File: config.mk
export PLATFORM = sky130hd
export DESIGN_NAME = sfp_top
export DESIGN_NICKNAME = d
export VERILOG_FILES = /design/src/sfp_pkg.sv /design/src/sfp_deglitch.sv /design/src/sfp_top.sv /design/src/sfp_window.sv
export SDC_FILE = /design/constraint.sdc
export NUM_CORES = 1
export LEC_CHECK = 0
export BUFFER_PORTS_ARGS = -buffer_cell sky130_fd_sc_hd__buf_4
export CORE_ASPECT_RATIO = 1.25
export CORE_MARGIN = 1
export CORE_UTILIZATION = 51
export DETAILED_ROUTE_END_ITERATION = 12
export GPL_TIMING_DRIVEN = 0
export PLACE_DENSITY = 0.71
export REMOVE_ABC_BUFFERS = 1
export SLEW_MARGIN = 20
export SYNTH_ARGS = -nofsm -noshare
export SYNTH_HDL_FRONTEND = slang
export SYNTH_SLANG_ARGS = --single-unit
File: constraint.sdc
create_clock -name sys_clk -period 3.8 [get_ports sys_clk]
set_input_delay 0.57 -clock sys_clk [delete_from_list [all_inputs] [get_ports sys_clk]]
set_output_delay 0.57 -clock sys_clk [all_outputs]
set_load 0.1 [all_outputs]
File: src/sfp_pkg.sv
// Purpose: Shared constants for the switch fault-protection block
// Assumes: 25 MHz system clock
// Notes: Register offsets are byte addresses on the Avalon-MM slave
package sfp_pkg;
  localparam int CLK_MHZ = 25;
  localparam int NUM_CH = 5;
  // Times in their own units
  localparam int OTS_DGL_NS = 5000;
  localparam int UV_DGL_NS = 3500;
  localparam int CP_DGL_NS = 4000;
  localparam int BLANK_US = 50;
  localparam int RESTART_MS = 64;
  localparam int WIN1_US = 2000;
  localparam int WIN2_US = 8000;
  localparam int WIN3_US = 64000;
  // Derived cycle counts
  localparam int OTS_DGL_CYC = (OTS_DGL_NS * CLK_MHZ + 999) / 1000;
  localparam int UV_DGL_CYC = (UV_DGL_NS * CLK_MHZ + 999) / 1000;
  localparam int CP_DGL_CYC = (CP_DGL_NS * CLK_MHZ + 999) / 1000;
  localparam int BLANK_CYC = BLANK_US * CLK_MHZ;
  localparam int RESTART_CYC = RESTART_MS * 1000 * CLK_MHZ;
  localparam int WIN1_CYC = WIN1_US * CLK_MHZ;
  localparam int WIN2_CYC = WIN2_US * CLK_MHZ;
  localparam int WIN3_CYC = WIN3_US * CLK_MHZ;
  localparam int DGL_W = 8;
  localparam int CNT_W = 24;
  // Register byte offsets
  localparam logic [4:0] OFS_QUICK = 5'h00;
  localparam logic [4:0] OFS_CH_STAT = 5'h04;
  localparam logic [4:0] OFS_DEV_STAT = 5'h08;
  localparam logic [4:0] OFS_CTRL = 5'h0C;
  localparam logic [4:0] OFS_CONFIG = 5'h10;
  localparam logic [4:0] OFS_CH_SEL = 5'h14;
  localparam logic [4:0] OFS_OUT = 5'h18;
  // Field positions
  localparam int QS_WARN = 0;
  localparam int QS_SHUT = 5;
  localparam int QS_PUMP = 10;
  localparam int QS_DSF = 11;
  localparam int CS_WARN = 0;
  localparam int CS_SHUT = 1;
  localparam int CS_DSF = 2;
  localparam int DS_LOW = 0;
  localparam int DS_HIGH = 1;
  localparam int DS_DSF = 2;
  localparam int CF_WSEL = 0;
  localparam int CF_FAIL = 1;
  localparam int CF_HALF = 2;
  localparam logic [31:0] UNMAPPED = 32'hDEADBEEF;
endpackage

File: src/sfp_deglitch.sv
// Purpose: Continuous-persistence filter for one fault condition
// Assumes: Condition synchronous to sys_clk
// Notes: Count restarts whenever the condition drops
`timescale 1ns/1ns
module sfp_deglitch #(
  parameter int CYCLES = 125
) (
  input wire logic sys_clk,
  input wire logic rst_b,
  input wire logic cond,
  output logic filtered
);
  initial begin
    if (CYCLES < 1 || CYCLES > 255) $error("CYCLES out of range");
  end
  logic [sfp_pkg::DGL_W-1:0] cnt_reg, cnt_next;
  logic filt_reg, filt_next;
  localparam logic [sfp_pkg::DGL_W-1:0] LIM = sfp_pkg::DGL_W'(CYCLES - 1);
  always_comb begin
    cnt_next = cnt_reg;
    filt_next = filt_reg;
    if (!cond) begin
      cnt_next = '0;
      filt_next = 1'b0;
    end else if (cnt_reg == LIM) begin
      filt_next = 1'b1;
    end else begin
      cnt_next = cnt_reg + 8'h01;
    end
  end
  always_ff @(posedge sys_clk or negedge rst_b) begin
    if (!rst_b) begin
      cnt_reg <= '0;
      filt_reg <= 1'b0;
    end else begin
      cnt_reg <= cnt_next;
      filt_reg <= filt_next;
    end
  end
  assign filtered = filt_reg;
endmodule // sfp_deglitch

File: src/sfp_top.sv
// Purpose: Fault protection and diagnostic latches, five-channel switch
// Assumes: Comparator inputs synchronous to sys_clk
// Notes: Registers reached over Avalon-MM
`timescale 1ns/1ns
module sfp_top #(
  parameter int RESTART_CYCLES = sfp_pkg::RESTART_CYC,
  parameter int BLANK_CYCLES = sfp_pkg::BLANK_CYC,
  parameter int WIN1_CYCLES = sfp_pkg::WIN1_CYC,
  parameter int WIN2_CYCLES = sfp_pkg::WIN2_CYC,
  parameter int WIN3_CYCLES = sfp_pkg::WIN3_CYC
) (
  input wire logic sys_clk,
  input wire logic rst_b,
  input wire logic [4:0] avsAddress,
  input wire logic avsRead,
  input wire logic avsWrite,
  input wire logic [31:0] avsWriteData,
  input wire logic [3:0] avsByteEnable,
  output logic [31:0] avsReadData,
  output logic avsWaitRequest,
  input wire logic [4:0] tempWarnHigh,
  input wire logic [4:0] tempWarnLow,
  input wire logic [4:0] tempShutdown,
  input wire logic supplyLow,
  input wire logic supplyHigh,
  input wire logic pumpBad,
  input wire logic pumpSettled,
  output logic [4:0] outEnable,
  output logic [9:0] inrushWindow
);
  initial begin
    if (RESTART_CYCLES < 2 || RESTART_CYCLES >= (1 << sfp_pkg::CNT_W))
      $error("Bad restart count");
    if (BLANK_CYCLES < 1 || BLANK_CYCLES >= (1 << sfp_pkg::CNT_W))
      $error("Bad blank count");
  end

  // ****************************************
  // Fault filters
  // ****************************************
  logic [4:0] shutFilt;
  logic uvFilt, cpFilt;
  genvar g;
  generate
    for (g = 0; g < sfp_pkg::NUM_CH; g++) begin : gOts
      sfp_deglitch #(.CYCLES(sfp_pkg::OTS_DGL_CYC)) uOts (
        .sys_clk(sys_clk), .rst_b(rst_b), .cond(tempShutdown[g]),
        .filtered(shutFilt[g]));
    end
  endgenerate
  sfp_deglitch #(.CYCLES(sfp_pkg::UV_DGL_CYC)) uUv (
    .sys_clk(sys_clk), .rst_b(rst_b), .cond(supplyLow),
    .filtered(uvFilt));
  sfp_deglitch #(.CYCLES(sfp_pkg::CP_DGL_CYC)) uCp (
    .sys_clk(sys_clk), .rst_b(rst_b), .cond(pumpBad),
    .filtered(cpFilt));

  // ****************************************
  // Register and protection state
  // ****************************************
  logic [4:0] warnReg_reg, warnReg_next;
  logic [4:0] shutReg_reg, shutReg_next;
  logic [4:0] lockReg_reg, lockReg_next;
  logic lowReg_reg, lowReg_next;
  logic highReg_reg, highReg_next;
  logic pumpReg_reg, pumpReg_next;
  logic [4:0] onCmd_reg, onCmd_next;
  logic [4:0] outOn_reg, outOn_next;
  logic [2:0] cfg_reg, cfg_next;
  logic [2:0] chSel_reg, chSel_next;
  logic [sfp_pkg::CNT_W-1:0] blank_reg, blank_next;
  logic [sfp_pkg::CNT_W-1:0] rst_cnt_reg, rst_cnt_next;
  logic [31:0] rdata_reg, rdata_next;
  logic ack_reg, ack_next;
  logic failPrev_reg, failPrev_next;

  logic blanked, wsel, failMode, half, device_fault_summary;
  logic [4:0] warnCond, startWin, pauseWin, shutEff;
  logic uvEff, cpEff, ovEff, req, wr, rd, restartTick;
  assign blanked = (blank_reg != '0);
  assign wsel = cfg_reg[sfp_pkg::CF_WSEL];
  assign failMode = cfg_reg[sfp_pkg::CF_FAIL];
  assign half = cfg_reg[sfp_pkg::CF_HALF];
  assign warnCond = wsel ? tempWarnLow : tempWarnHigh;
  assign shutEff = blanked ? 5'h00 : shutFilt;
  assign uvEff = uvFilt && !blanked;
  assign cpEff = cpFilt && !blanked;
  assign ovEff = supplyHigh && !blanked;
  assign device_fault_summary = lowReg_reg | highReg_reg | pumpReg_reg;
  assign req = (avsRead | avsWrite) && !ack_reg;
  assign wr = avsWrite && !ack_reg && avsByteEnable[0];
  assign rd = avsRead && !ack_reg;
  assign restartTick = failMode && (rst_cnt_reg == '0);

  function automatic logic [4:0] chMask(input logic [2:0] sel);
    chMask = (sel < 3'h5) ? 5'(5'h01 << sel) : 5'h00;
  endfunction

  always_comb begin
    warnReg_next = warnReg_reg | (blanked ? 5'h00 : warnCond);
    shutReg_next = shutReg_reg | shutEff;
    lowReg_next = lowReg_reg | uvEff;
    highReg_next = highReg_reg | ovEff;
    pumpReg_next = pumpReg_reg | cpEff;
    lockReg_next = lockReg_reg | (failMode ? shutEff : 5'h00);
    onCmd_next = onCmd_reg;
    cfg_next = cfg_reg;
    chSel_next = chSel_reg;
    blank_next = blanked ? blank_reg - 24'h000001 : blank_reg;
    rst_cnt_next = failMode ? ((rst_cnt_reg == '0)
      ? sfp_pkg::CNT_W'(RESTART_CYCLES - 1) : rst_cnt_reg - 24'h000001)
      : '0;
    failPrev_next = failMode;
    rdata_next = rdata_reg;
    ack_next = req;
    if (failPrev_reg != failMode)
      lockReg_next = failMode ? shutEff : 5'h00;
    if (rd) begin
      unique case (avsAddress)
        sfp_pkg::OFS_QUICK: begin
          rdata_next = '0;
          rdata_next[sfp_pkg::QS_WARN +: 5] = warnReg_reg;
          rdata_next[sfp_pkg::QS_SHUT +: 5] = shutReg_reg;
          rdata_next[sfp_pkg::QS_PUMP] = pumpReg_reg;
          rdata_next[sfp_pkg::QS_DSF] = device_fault_summary;
          pumpReg_next = cpEff;
        end
        sfp_pkg::OFS_CH_STAT: begin
          rdata_next = '0;
          if (chSel_reg < 3'h5) begin
            rdata_next[sfp_pkg::CS_WARN] = warnReg_reg[chSel_reg];
            rdata_next[sfp_pkg::CS_SHUT] = shutReg_reg[chSel_reg];
          end
          rdata_next[sfp_pkg::CS_DSF] = device_fault_summary;
          warnReg_next = (warnReg_reg & ~chMask(chSel_reg))
            | (blanked ? 5'h00 : warnCond);
          shutReg_next = (shutReg_reg & ~chMask(chSel_reg))
            | shutEff;
        end
        sfp_pkg::OFS_DEV_STAT: begin
          rdata_next = '0;
          rdata_next[sfp_pkg::DS_LOW] = lowReg_reg;
          rdata_next[sfp_pkg::DS_HIGH] = highReg_reg;
          rdata_next[sfp_pkg::DS_DSF] = device_fault_summary;
          lowReg_next = uvEff;
          highReg_next = ovEff;
        end
        sfp_pkg::OFS_CTRL: rdata_next = {27'h0, onCmd_reg};
        sfp_pkg::OFS_CONFIG: rdata_next = {29'h0, cfg_reg};
        sfp_pkg::OFS_CH_SEL: rdata_next = {29'h0, chSel_reg};
        sfp_pkg::OFS_OUT: rdata_next = {27'h0, outOn_reg};
        default: rdata_next = sfp_pkg::UNMAPPED;
      endcase
    end
    if (wr) begin
      unique case (avsAddress)
        sfp_pkg::OFS_CTRL: onCmd_next = avsWriteData[4:0];
        sfp_pkg::OFS_CONFIG: cfg_next = avsWriteData[2:0];
        sfp_pkg::OFS_CH_SEL: chSel_next = avsWriteData[2:0];
        default: ;
      endcase
    end
    // In normal mode shutdown and undervoltage drop the command, so a rewrite is needed
    if (!failMode) begin
      onCmd_next = onCmd_next & ~shutEff;
      if (uvEff) onCmd_next = 5'h00;
    end
    outOn_next = onCmd_next & ~lockReg_next & ~shutEff;
    if (failMode && !restartTick)
      outOn_next = outOn_next & (outOn_reg | ~onCmd_reg);
    if (uvEff || cpEff || !pumpSettled) outOn_next = 5'h00;
  end

  // Held commands start fresh windows when outputs come on
  assign startWin = outOn_next & ~outOn_reg;
  assign pauseWin = {5{uvEff | cpEff}} | shutEff;

  generate
    for (g = 0; g < sfp_pkg::NUM_CH; g++) begin : gWin
      sfp_window #(.W1(WIN1_CYCLES), .W2(WIN2_CYCLES),
        .W3(WIN3_CYCLES)) uWin (
        .sys_clk(sys_clk), .rst_b(rst_b), .start(startWin[g]),
        .run(outOn_reg[g]), .pause(pauseWin[g]), .half(half),
        .window(inrushWindow[2*g +: 2]));
    end
  endgenerate

  always_ff @(posedge sys_clk or negedge rst_b) begin
    if (!rst_b) begin
      warnReg_reg <= 5'h00;
      shutReg_reg <= 5'h00;
      lockReg_reg <= 5'h00;
      lowReg_reg <= 1'b0;
      highReg_reg <= 1'b0;
      pumpReg_reg <= 1'b0;
      onCmd_reg <= 5'h00;
      outOn_reg <= 5'h00;
      cfg_reg <= 3'h0;
      chSel_reg <= 3'h0;
      blank_reg <= sfp_pkg::CNT_W'(BLANK_CYCLES);
      rst_cnt_reg <= '0;
      rdata_reg <= 32'h00000000;
      ack_reg <= 1'b0;
      failPrev_reg <= 1'b0;
    end else begin
      warnReg_reg <= warnReg_next;
      shutReg_reg <= shutReg_next;
      lockReg_reg <= lockReg_next;
      lowReg_reg <= lowReg_next;
      highReg_reg <= highReg_next;
      pumpReg_reg <= pumpReg_next;
      onCmd_reg <= onCmd_next;
      outOn_reg <= outOn_next;
      cfg_reg <= cfg_next;
      chSel_reg <= chSel_next;
      blank_reg <= blank_next;
      rst_cnt_reg <= rst_cnt_next;
      rdata_reg <= rdata_next;
      ack_reg <= ack_next;
      failPrev_reg <= failPrev_next;
    end
  end

  assign avsWaitRequest = (avsRead | avsWrite) && !ack_reg;
  assign avsReadData = rdata_reg;
  assign outEnable = outOn_reg;
endmodule // sfp_top

File: src/sfp_window.sv
// Purpose: Inrush window timer for one channel
// Assumes: Start pulse on each off-to-on transition
// Notes: Counting pauses while a fault is present
`timescale 1ns/1ns
module sfp_window #(
  parameter int W1 = 50000,
  parameter int W2 = 200000,
  parameter int W3 = 1600000
) (
  input wire logic sys_clk,
  input wire logic rst_b,
  input wire logic start,
  input wire logic run,
  input wire logic pause,
  input wire logic half,
  output logic [1:0] window
);
  initial begin
    if (W1 < 2 || W3 >= (1 << sfp_pkg::CNT_W)) $error("Bad window");
  end
  logic [sfp_pkg::CNT_W-1:0] cnt_reg, cnt_next;
  logic [1:0] win_reg, win_next;
  logic [sfp_pkg::CNT_W-1:0] lim;
  always_comb begin
    unique case (win_reg)
      2'h1: lim = sfp_pkg::CNT_W'(W1);
      2'h2: lim = sfp_pkg::CNT_W'(W2);
      default: lim = sfp_pkg::CNT_W'(W3);
    endcase
    if (half) lim = lim >> 1;
    cnt_next = cnt_reg;
    win_next = win_reg;
    if (start) begin
      cnt_next = '0;
      win_next = 2'h1;
    end else if (!run) begin
      win_next = 2'h0;
    end else if (win_reg != 2'h0 && !pause) begin
      if (cnt_reg + 24'h000001 >= lim) begin
        cnt_next = '0;
        win_next = (win_reg == 2'h3) ? 2'h0 : win_reg + 2'h1;
      end else begin
        cnt_next = cnt_reg + 24'h000001;
      end
    end
  end
  always_ff @(posedge sys_clk or negedge rst_b) begin
    if (!rst_b) begin
      cnt_reg <= '0;
      win_reg <= 2'h0;
    end else begin
      cnt_reg <= cnt_next;
      win_reg <= win_next;
    end
  end
  assign window = win_reg;
endmodule // sfp_window

### Yosys cells after proc, flatten, opt, wreduce, memory -nomap -nowiden

Index checks and enable logic that the tools add are counted.

| word-level totals | value |
|---|---|
| register bits after elaboration | 309 |
| input port bits | 64 |
| output and inout bits | 48 |
| word-level logic and storage cells | 313 |

| cells by class | value |
|---|---|
| $add $sub $neg | 19 |
| order comparisons | 7 |
| equal/unequal tests | 53 |
| shift-type cells | 1 |
| muxes and demuxes | 113 |
| bitwise operators | 26 |
| reduce and logical (&&, ||, !) cells | 55 |

Operator list:

| operator | count |
|---|---|
| $mux 24 | 27 |
| $pmux 32 s7 | 1 |
| $pmux 21 s2 | 5 |
| $add 24x1->24 const B | 5 |
| $ge 24x24->1 | 5 |
| $mux 8 | 14 |
| $mux 5 | 16 |
| $add 8x1->8 const B | 7 |
| $eq 8x7->1 const B | 7 |
| $mux 2 | 26 |
| $sub 24x1->24 const B | 2 |
| $and 5x5->5 | 7 |
| $or 5x5->5 | 7 |
| $ne 3x1->1 const B | 10 |
| $reduce_bool 2->1 | 15 |
| $not 5->5 | 5 |
| $logic_not 24->1 | 1 |
| $reduce_and 2->1 | 12 |
| $reduce_bool 24->1 | 1 |
| $mux 1 | 22 |
| $eq 2x2->1 const B | 10 |
| $eq 5x5->1 const B | 3 |
| $logic_and 1x1->1 | 14 |
| $ne 2x1->1 const B | 7 |
| 14 further kinds | 45 |

### Longest topological paths before layout

Gate-level depths: netlist of run 1.

| logic depth | value |
|---|---|
| word-level depth | 15 |
| gate-level depth with buffers | 16 |
| mapped depth without buffers | 14 |

### Cells and area by module

From an unflattened synthesis of run 1, not the netlist that was laid out.

| unflattened totals | value |
|---|---|
| cells, all modules | 2,116 |
| area, all modules | 19,658.9 µm² |

Modules (own cells, without submodules):

| module | times used | cells each | area an instance (µm²) | sequential area each (µm²) |
|---|---|---|---|---|
| sfp_window (gWin[0].uWin ...) | 4 | 250 | 2,203.4 | 650.6 |
| sfp_top | 1 | 521 | 5,157.4 | 2,433.6 |
| sfp_deglitch (gOts[0].uOts ...) | 5 | 50 | 506.7 | 225.2 |
| sfp_window (gWin[4].uWin) | 1 | 255 | 2,213.4 | 650.6 |
| sfp_deglitch (uUv) | 1 | 46 | 480.5 | 225.2 |
| sfp_deglitch (uCp) | 1 | 44 | 460.4 | 225.2 |

### Worst setup path before layout of run 1

Ideal clock, no wire load.

| timing path | value |
|---|---|
| path kind | reg2reg |
| from | register gWin[3].uWin.win_reg[0] |
| to | register gWin[3].uWin.cnt_reg[6] in the netlist's numbering |
| setup time | 87 ps |
| arrival time | 3,735 ps |
| required time | 3,713 ps |
| path slack | -22 ps |
| cell stages (with the launch flop) | 13 |
| path buffers | 1 |
| clock period less this slack | 3,822 ps |
| cells stage by stage | dfrtp_1 -> inv_1 -> ha_1 -> nand2b_1 -> ha_1 -> a21oi_1 -> nand2_1 -> a2111oi_0 -> o21ai_0 -> o21ai_1 -> clkbuf_1 -> nand2_1 -> o211ai_1 |

| on the way | value |
|---|---|
| cells in the longest elaborated chain, start to end | 8 |
| elaborated cells on any way between the ends | 13 |
| those cells by class | 1 x order compare; 2 x eq/ne; 6 x mux; 4 x reduce/logical |

Ends and longest elaborated chain:

| item | RTL line | text |
|---|---|---|
| start, declared | sfp_window.sv:22 | `logic [1:0] win_reg, win_next;` |
| start signal, assigned | sfp_window.sv:53 | `win_reg <= win_next;` |
| $eq 2x2->1 or $eq 2x1->1 (tied branches) | sfp_window.sv:25 | `unique case (win_reg)` |
| $pmux 21 s2 | sfp_window.sv:25 |  |
| $mux 24 | sfp_window.sv:30 | `if (half) lim = lim >> 1;` |
| $ge 24x24->1 | sfp_window.sv:39 | `if (cnt_reg + 24'h000001 >= lim) begin` |
| $mux 24 | sfp_window.sv:39 |  |
| $mux 24 | sfp_window.sv:38 | `end else if (win_reg != 2'h0 && !pause) begin` |
| $mux 24 | sfp_window.sv:36 | `end else if (!run) begin` |
| $mux 24 | sfp_window.sv:33 | `if (start) begin` |
| end signal, assigned | sfp_window.sv:52 | `cnt_reg <= cnt_next;` |
| end, declared | sfp_window.sv:21 | `logic [sfp_pkg::CNT_W-1:0] cnt_reg, cnt_next;` |

Parallel ways exist; a longest one is shown, timed or not. The select of a mux whose other input is x is not followed.
A chain may end at the register's enable or synchronous reset.

### Worst setup path in the final report of run 1

| timing path | value |
|---|---|
| from | register gWin[2].uWin.cnt_reg[0] in the netlist's numbering |
| to | register gWin[2].uWin.cnt_reg[2] in the netlist's numbering |

| on the way | value |
|---|---|
| cells in the longest elaborated chain, start to end | 6 |

Ends and longest elaborated chain:

| item | RTL line |
|---|---|
| start, declared | sfp_window.sv:21 |
| start signal, assigned | sfp_window.sv:52 |
| $add 24x1->24 (*) | sfp_window.sv:39, sfp_window.sv:43 |
| $ge 24x24->1 | sfp_window.sv:39 |
| $mux 24 (*) | sfp_window.sv:39 |
| $mux 24 (*) | sfp_window.sv:38 |
| $mux 24 (*) | sfp_window.sv:36 |
| $mux 24 (*) | sfp_window.sv:33 |

Mark *: on every way between the ends. The rest lies on a longest branch, timed or not. The select of a mux whose other input is x is not followed.

==> run_results.csv, run 1 <==
group,metric,value,unit
global_routing,grt_usage,23.9,%
logic_synthesis,synthAdderAreaFrac,9.17,%
die,pin_count,112,
min_path,hold_class,"primary input to register",
clock_network,clk-insertion-delay-late,0.60,ns
sta,tightest_slew,0.968,ns
cells_and_area,largest_reg_flops,120,
global_routing,grt_max_degree,94,
clock_network,clkTransAtPathRegs,0.07,ns
logic_synthesis,synth_top_area_share,39.0,%
logic_synthesis,yosysTopAreaCell,"dfrtp_1",
power,ir_drop,392,uV
die,fp.dieW,171,um
logic_synthesis,seq_area_frac_synth,39.7,%
setup_path,worst_setup_path_start_kind,"register",
sta,fin_crit_sh,95.3,%
clock_network,cts_made_buffers,31,
setup_path,regToRegSetupSlack,0.18,ns
setup_path,crit_required,4.33,ns
cells_and_area,final_cell_mix,"279 x dfrtp_1, 223 x nand2_1, 132 x ha_1, 101 x nor2_1, 99 x nand3_1",
sta,hold_ws,0.227,ns
die,initial_utilization,51.7,%
logic_synthesis,ys_warn_count,0,
sta,slew_viol_final,0,
cells_and_area,drive_above_1_share,13.8,%
placement,place.gp.congestion,0.916,
cells_and_area,final_cells,2513,
setup_path,cp_max_fo,11,
logic_synthesis,synth_top_family_by_area,"simple AND/OR/NAND/NOR gates",
sta,fmax,0.276,GHz
cells_and_area,fin_area,20800,um2
placement,dp_slack,-1.30,ns
logic_synthesis,syn_inst,1955,
global_routing,grt_pass1_vias,14426,
run,maxCapViolations,0,
detailed_routing,wirelength,43600,um
detailed_routing,via_per_inst,5.91,
placement,place_area,19200,um2
logic_synthesis,synth-simple-area-share,23.9,%
clock_network,tritoncts,"done",
detailed_routing,drc_errors,0,
setup_path,cp-end-kind,"register",
sta,finalSetupViolCount,0,
logic_synthesis,synth_compound_area_share,14.6,%
power,pwr_density_cell,474,nW/um2
detailed_routing,wl_per_cell,17.3,um
global_routing,grt_remaining_overflow,0,
setup_path,crit_type,"register to register",
detailed_routing,ant_nets,0,
logic_synthesis,synth_edf_count,0,
cells_and_area,area_growth,13.6,%
logic_synthesis,syn_area,18300,um2
logic_synthesis,synth_area_leaders,"dfrtp_1 39%, ha_1 9.2%, nand2_1 4.6%, xnor2_1 4.6%, nand3_1 2.8%",
logic_synthesis,synthArstFlopShare,100,%
logic_synthesis,synth_xor_area_share,6.71,%
setup_path,rr_worst_depth,15,
die,die_y,214,um
min_path,min_path_cells,2,
global_routing,antenna_found_initial,2,
cells_and_area,final_common_cell,"dfrtp_1",
placement,dp.cells,2430,
power,power.total,0.00985,W
sta,hold_violations,0,
sta,slew-limit-headroom,35.5,%
die,rows,77,
clock_network,clock_path_buffers,3,
die,coreArea,35400,um2
logic_synthesis,muxShareOfSynthArea,2.30,%
detailed_routing,first_pass_iters,5,
placement,io_buffer_count,75,
clock_network,cts_root_buf,"clkbuf_16",
sta,setup_slack,0.179,ns
setup_path,cp.arrival,4.15,ns
outcome,status,"finished clean",
detailed_routing,drtIter0Drc,893,
detailed_routing,num_vias,14852,
cells_and_area,fin_nets,2212,
logic_synthesis,ys.flop_type,"dfrtp_1",
die,dieArea,36600,um2
clock_network,cts_max_level,1,
placement,dp_hpwl,30600,um
clock_network,cts_sinks,290,
sta,fin_crit,3.62,ns
sta,skew,0.0211,ns
logic_synthesis,syn_area_per_cell,9.35,um2
power,leakage,9.37,nW
logic_synthesis,synth_cell_types,85,
global_routing,grt_pass1_wl,71100,um
logic_synthesis,ys_ff_latch,290,
## where the power goes
part | internal [W] | switching, W
Sequential | 0.00347 | 0.000523
Clock | 0.00187 | 0.00132
Combinational | 0.00108 | 0.00160
Total | 0.00642 | 0.00344
## worst paths after layout
path                                                      from                                    to
min in group asynchronous                                rst_b  gWin[0].uWin.cnt_reg[22]$_DFFE_PN0P_
max in group asynchronous                                rst_b             blank_reg[10]$_DFFE_PN1P_
min                                                 supplyHigh                 highReg_reg$_DFF_PN0_
max reg2reg                gWin[2].uWin.cnt_reg[0]$_DFFE_PN0P_   gWin[2].uWin.cnt_reg[2]$_DFFE_PN0P_
max                        gWin[2].uWin.cnt_reg[0]$_DFFE_PN0P_   gWin[2].uWin.cnt_reg[2]$_DFFE_PN0P_
min reg2reg                          blank_reg[11]$_DFFE_PN0P_             blank_reg[11]$_DFFE_PN0P_
## worst max-delay path: stages (launching register included)
cell and delay, ns:
dfrtp_1 0.40, ha_1 0.27, nand3_1 0.22, nor3_4 0.30
nand3_1 0.14, nor2_1 0.14, xor2_1 0.26, ha_1 0.28
nand3_1 0.17, nor4_2 0.10, and2_0 0.19, a311oi_4 0.39
nand4_1 0.14, buf_4 0.22, nor3b_1 0.21, a21o_1 0.11
## Yosys cell counts (5+ instances only)
cell type	instances
a2111oi_0	11
a211oi_1	8
a21boi_0	29
a21o_1	25
a21oi_1	69
a221o_1	5
a221oi_1	7
a22o_1	29
a31o_2	6
a31oi_1	14
a32o_1	10
and2_1	61
and3_1	24
and4_1	8
buf_2	17
buf_4	25
clkbuf_1	39
dfrtp_1	285
dfstp_2	5
ha_1	134
inv_1	55
mux2_2	8
mux2i_1	24
nand2_1	225
nand2b_1	30
nand3_1	103
nand3b_1	10
nand4_1	54
nand4b_1	11
nor2_1	105
nor2b_1	20
nor3_1	44
nor3b_1	6
nor4_1	19
o211ai_1	10
o21a_1	17
o21ai_0	81
o31ai_1	15
or2_2	34
or3_1	48
or4_1	5
xnor2_1	95
xor2_1	45
## timing repair
item                       in CTS  in global routing
hold buffers                    1                  0
cloned                          2                  2
pin swaps                       6                  9
hold endpoints to repair       56                  0
resized for setup              23                 43
setup endpoints to repair     115                112
buffers inserted                9                 11
## cell families after synthesis
family,after synthesis
multiplexers,36
flip-flops,290
AO/OA/AOI/OAI,383
XOR/XNOR,140
other,1
buffers and inverters,141
AND/OR/NAND/NOR,830
adder cells (fa/ha/maj),134
## per-layer routing
layer / up-vias / global-route usage, % / part of all wire (%)
met1: 7243 / 29.1 / 43
met2: 324 / 42.8 / 50
met4: 2 / 9.39 / 3.1
met3: 96 / 3.03 / 4.1
li1: 7187 / - / -
met5: - / 0 / 0.030
## layout make-up
type                       instances  area [um2]
clock buffer                      39         816
multi-input combinational       1533       10800
clock inverter                    18         251
timing repair buffer             101         861
sequential                       290        7270
inverter                          57         219
antenna                            1        2.50
fill                            3051       14600
tap                              474         593
## stage by stage
stage | util (%) | TNS [ns]
after detailed placement | 54.2 | -94.69
final | 58.7 | 0
after global routing | 58.7 | -0.175
after floorplan | - | -88.12
after global placement | 53.8 | -306.15
after CTS | 57.8 | 0
No activity file was read; power rests on OpenSTA's default activity.
==> inputs of run 2 (changes only) <==
--- a/config.mk
+++ b/config.mk
@@ -6,12 +6,11 @@
 export NUM_CORES = 1
 export LEC_CHECK = 0
 export BUFFER_PORTS_ARGS = -buffer_cell sky130_fd_sc_hd__buf_4
-export CORE_ASPECT_RATIO = 1.25
 export CORE_MARGIN = 1
-export CORE_UTILIZATION = 51
+export CORE_UTILIZATION = 54
 export DETAILED_ROUTE_END_ITERATION = 12
 export GPL_TIMING_DRIVEN = 0
-export PLACE_DENSITY = 0.71
+export PLACE_DENSITY = 0.74
 export REMOVE_ABC_BUFFERS = 1
 export SLEW_MARGIN = 20
 export SYNTH_ARGS = -nofsm -noshare
==> run 2 against run 1 <==
Compared with the run above: final area rose by 1.4%; sequential share of layout area fell by 0.46 points; global-route usage rose by 2.0 points; largest power group unchanged.
==> run_results.csv, run 2 (synthesis gave the netlist of run 1 again) <==
group,metric,value,unit
clock_network,clk-insertion-delay-late,0.53,ns
placement,dp_slack,-1.17,ns
cells_and_area,fin_area,21100,um2
detailed_routing,first_pass_iters,5,
detailed_routing,drtIter0Drc,1097,
global_routing,grt_remaining_overflow,0,
setup_path,max_stage_delay,0.64,ns
cells_and_area,largest_reg_flops,120,
power,ir_drop,508,uV
clock_network,cts_sinks,290,
cells_and_area,finish.utilization,62.9,%
setup_path,cp.arrival,4.14,ns
global_routing,use_met3,4.23,%
die,fp.dieW,186,um
die,dieArea,34600,um2
cells_and_area,fin_nets,2230,
power,sw_frac_of_total,34.0,%
clock_network,clkTransAtPathRegs,0.06,ns
sta,rsz0062_at_grt,"true",
run,maxCapViolations,0,
power,p_int,0.00677,W
cells_and_area,final_cell_mix,"276 x dfrtp_1, 223 x nand2_1, 131 x ha_1, 108 x buf_4, 100 x nor2_1",
placement,place_area,19100,um2
placement,dp_hpwl,30500,um
cells_and_area,area_growth,15.1,%
clock_network,cts_made_buffers,34,
cells_and_area,final_common_cell,"dfrtp_1",
global_routing,grtUsageMet2,42.3,%
detailed_routing,via_per_inst,6.04,
sta,fmax,0.271,GHz
die,rows,67,
global_routing,grt_max_degree,95,
sta,slew_viol_final,0,
setup_path,cp-end-kind,"register",
setup_path,cp_cell_sequence,"and3_4 > and3_2 > nand4_1 > nor2_2 > nand3_1 > xnor2_2 > ha_1 > nand2_1 > o21ai_0 > a221oi_1 > nand2_1 > a221o_4 > or4b_2 > o211ai_1",
sta,fin_crit,3.69,ns
outcome,status,"finished clean",
sta,hold_violations,0,
global_routing,grt_pass1_vias,14527,
global_routing,busiest_layer,"met2",
placement,io_buffer_count,75,
sta,setup_slack,0.106,ns
sta,fin_crit_sh,97.2,%
sta,skew,0.0202,ns
setup_path,crit_top_cell,"nand2_1",
cells_and_area,drive_above_1_share,15.1,%
setup_path,crit_type,"register to register",
cells_and_area,final_cells,2509,
global_routing,antenna_found_initial,4,
detailed_routing,drc_errors,0,
setup_path,critical_path.top_delay_family,"simple AND/OR/NAND/NOR gates",
setup_path,worst_setup_path_start_kind,"register",
sta,tightest_slew,0.949,ns
global_routing,use_met1,34.3,%
clock_network,cts_max_level,2,
die,coreArea,33400,um2
setup_path,slowest_stage,"or4b_2",
die,pin_count,112,
die,die_y,186,um
detailed_routing,ant_nets,0,
global_routing,grt_usage,26.0,%
min_path,hold_class,"primary input to register",
setup_path,path_buf_inv,0,
power,p_comb_share,26.4,%
placement,place.gp.congestion,0.920,
power,pwr_density_cell,487,nW/um2
placement,dp.cells,2404,
detailed_routing,wirelength,44600,um
cells_and_area,fillers,2741,
power,seqPwrFrac,39.0,%
die,initial_utilization,54.7,%
setup_path,crit_required,4.24,ns
detailed_routing,wl_per_cell,17.8,um
setup_path,regToRegSetupSlack,0.11,ns
power,p_clk_share,34.6,%
clock_network,tritoncts,"done",
sta,finalSetupViolCount,0,
power,leakage,9.57,nW
power,power.switching,0.00348,W
detailed_routing,num_vias,15151,
clock_network,clock_path_buffers,3,
clock_network,cts_root_buf,"clkbuf_16",
global_routing,grt_pass1_wl,72100,um
setup_path,cp_max_fo,6,
sta,slew-limit-headroom,36.7,%
[run 2: final cells by class]
class | instances | area (um2) | area share [%]
diodes | 4 | 10.0 | 0.0475
multi-input cells | 1532 | 10800 | 51.2
well taps | 448 | 561 | 2.66
repair buffers | 117 | 993 | 4.72
clock buffers | 48 | 985 | 4.68
inverters | 57 | 219 | 1.04
flip-flops and latches | 290 | 7280 | 34.6
clock inverters | 13 | 225 | 1.07
[run 2: worst paths after layout]
| path | startpoint | endpoint | cells after the start |
|---|---|---|---|
| max | gWin[1].uWin.cnt_reg[3]$_DFFE_PN0P_ | gWin[1].uWin.cnt_reg[15]$_DFFE_PN0P_ | 14 |
| min | supplyHigh | highReg_reg$_DFF_PN0_ | 2 |
| max reg2reg | gWin[1].uWin.cnt_reg[3]$_DFFE_PN0P_ | gWin[1].uWin.cnt_reg[15]$_DFFE_PN0P_ | 14 |
| min reg2reg | blank_reg[11]$_DFFE_PN0P_ | blank_reg[11]$_DFFE_PN0P_ | 1 |
| max in group asynchronous | rst_b | blank_reg[16]$_DFFE_PN0P_ | 4 |
| min in group asynchronous | rst_b | gWin[4].uWin.cnt_reg[22]$_DFFE_PN0P_ | 2 |
[run 2: per-layer routing]
layer / share of wire [%] / up-vias
met4: 3.5 / 0
met1: 44 / 7423
met5: 0 / -
li1: - / 7217
met2: 47 / 404
met3: 5.1 / 107
[run 2: stage by stage]
stage | setup TNS (ns) | power (W) | hold WS [ns]
CTS | 0 | 0.0102 | 0.261
detailed placement | -90.55 | 0.00661 | 0.454
floorplan | -88.12 | 0.00591 | 0.274
global route | -0.191 | 0.0108 | 0.289
global placement | -304.24 | 0.00648 | 0.451
finish | 0 | 0.0103 | 0.279
[run 2: repair_timing]
action | in CTS | in global routing
gates resized for setup | 26 | 55
setup buffers | 14 | 22
setup endpoints to repair | 115 | 114
gates cloned | 2 | 1
hold buffers | 1 | 0
pin swaps | 8 | 14
endpoints found under the hold margin | 47 | 0
[run 2: power by group through the flow]
stage	combinational [W]	sequential, W	clock (W)
floorplan	0.00167	0.00424	0
global placement	0.00249	0.00399	0
detailed placement	0.00259	0.00402	0
CTS	0.00263	0.00397	0.00361
global route	0.00303	0.00406	0.00373
finish	0.00271	0.00400	0.00354
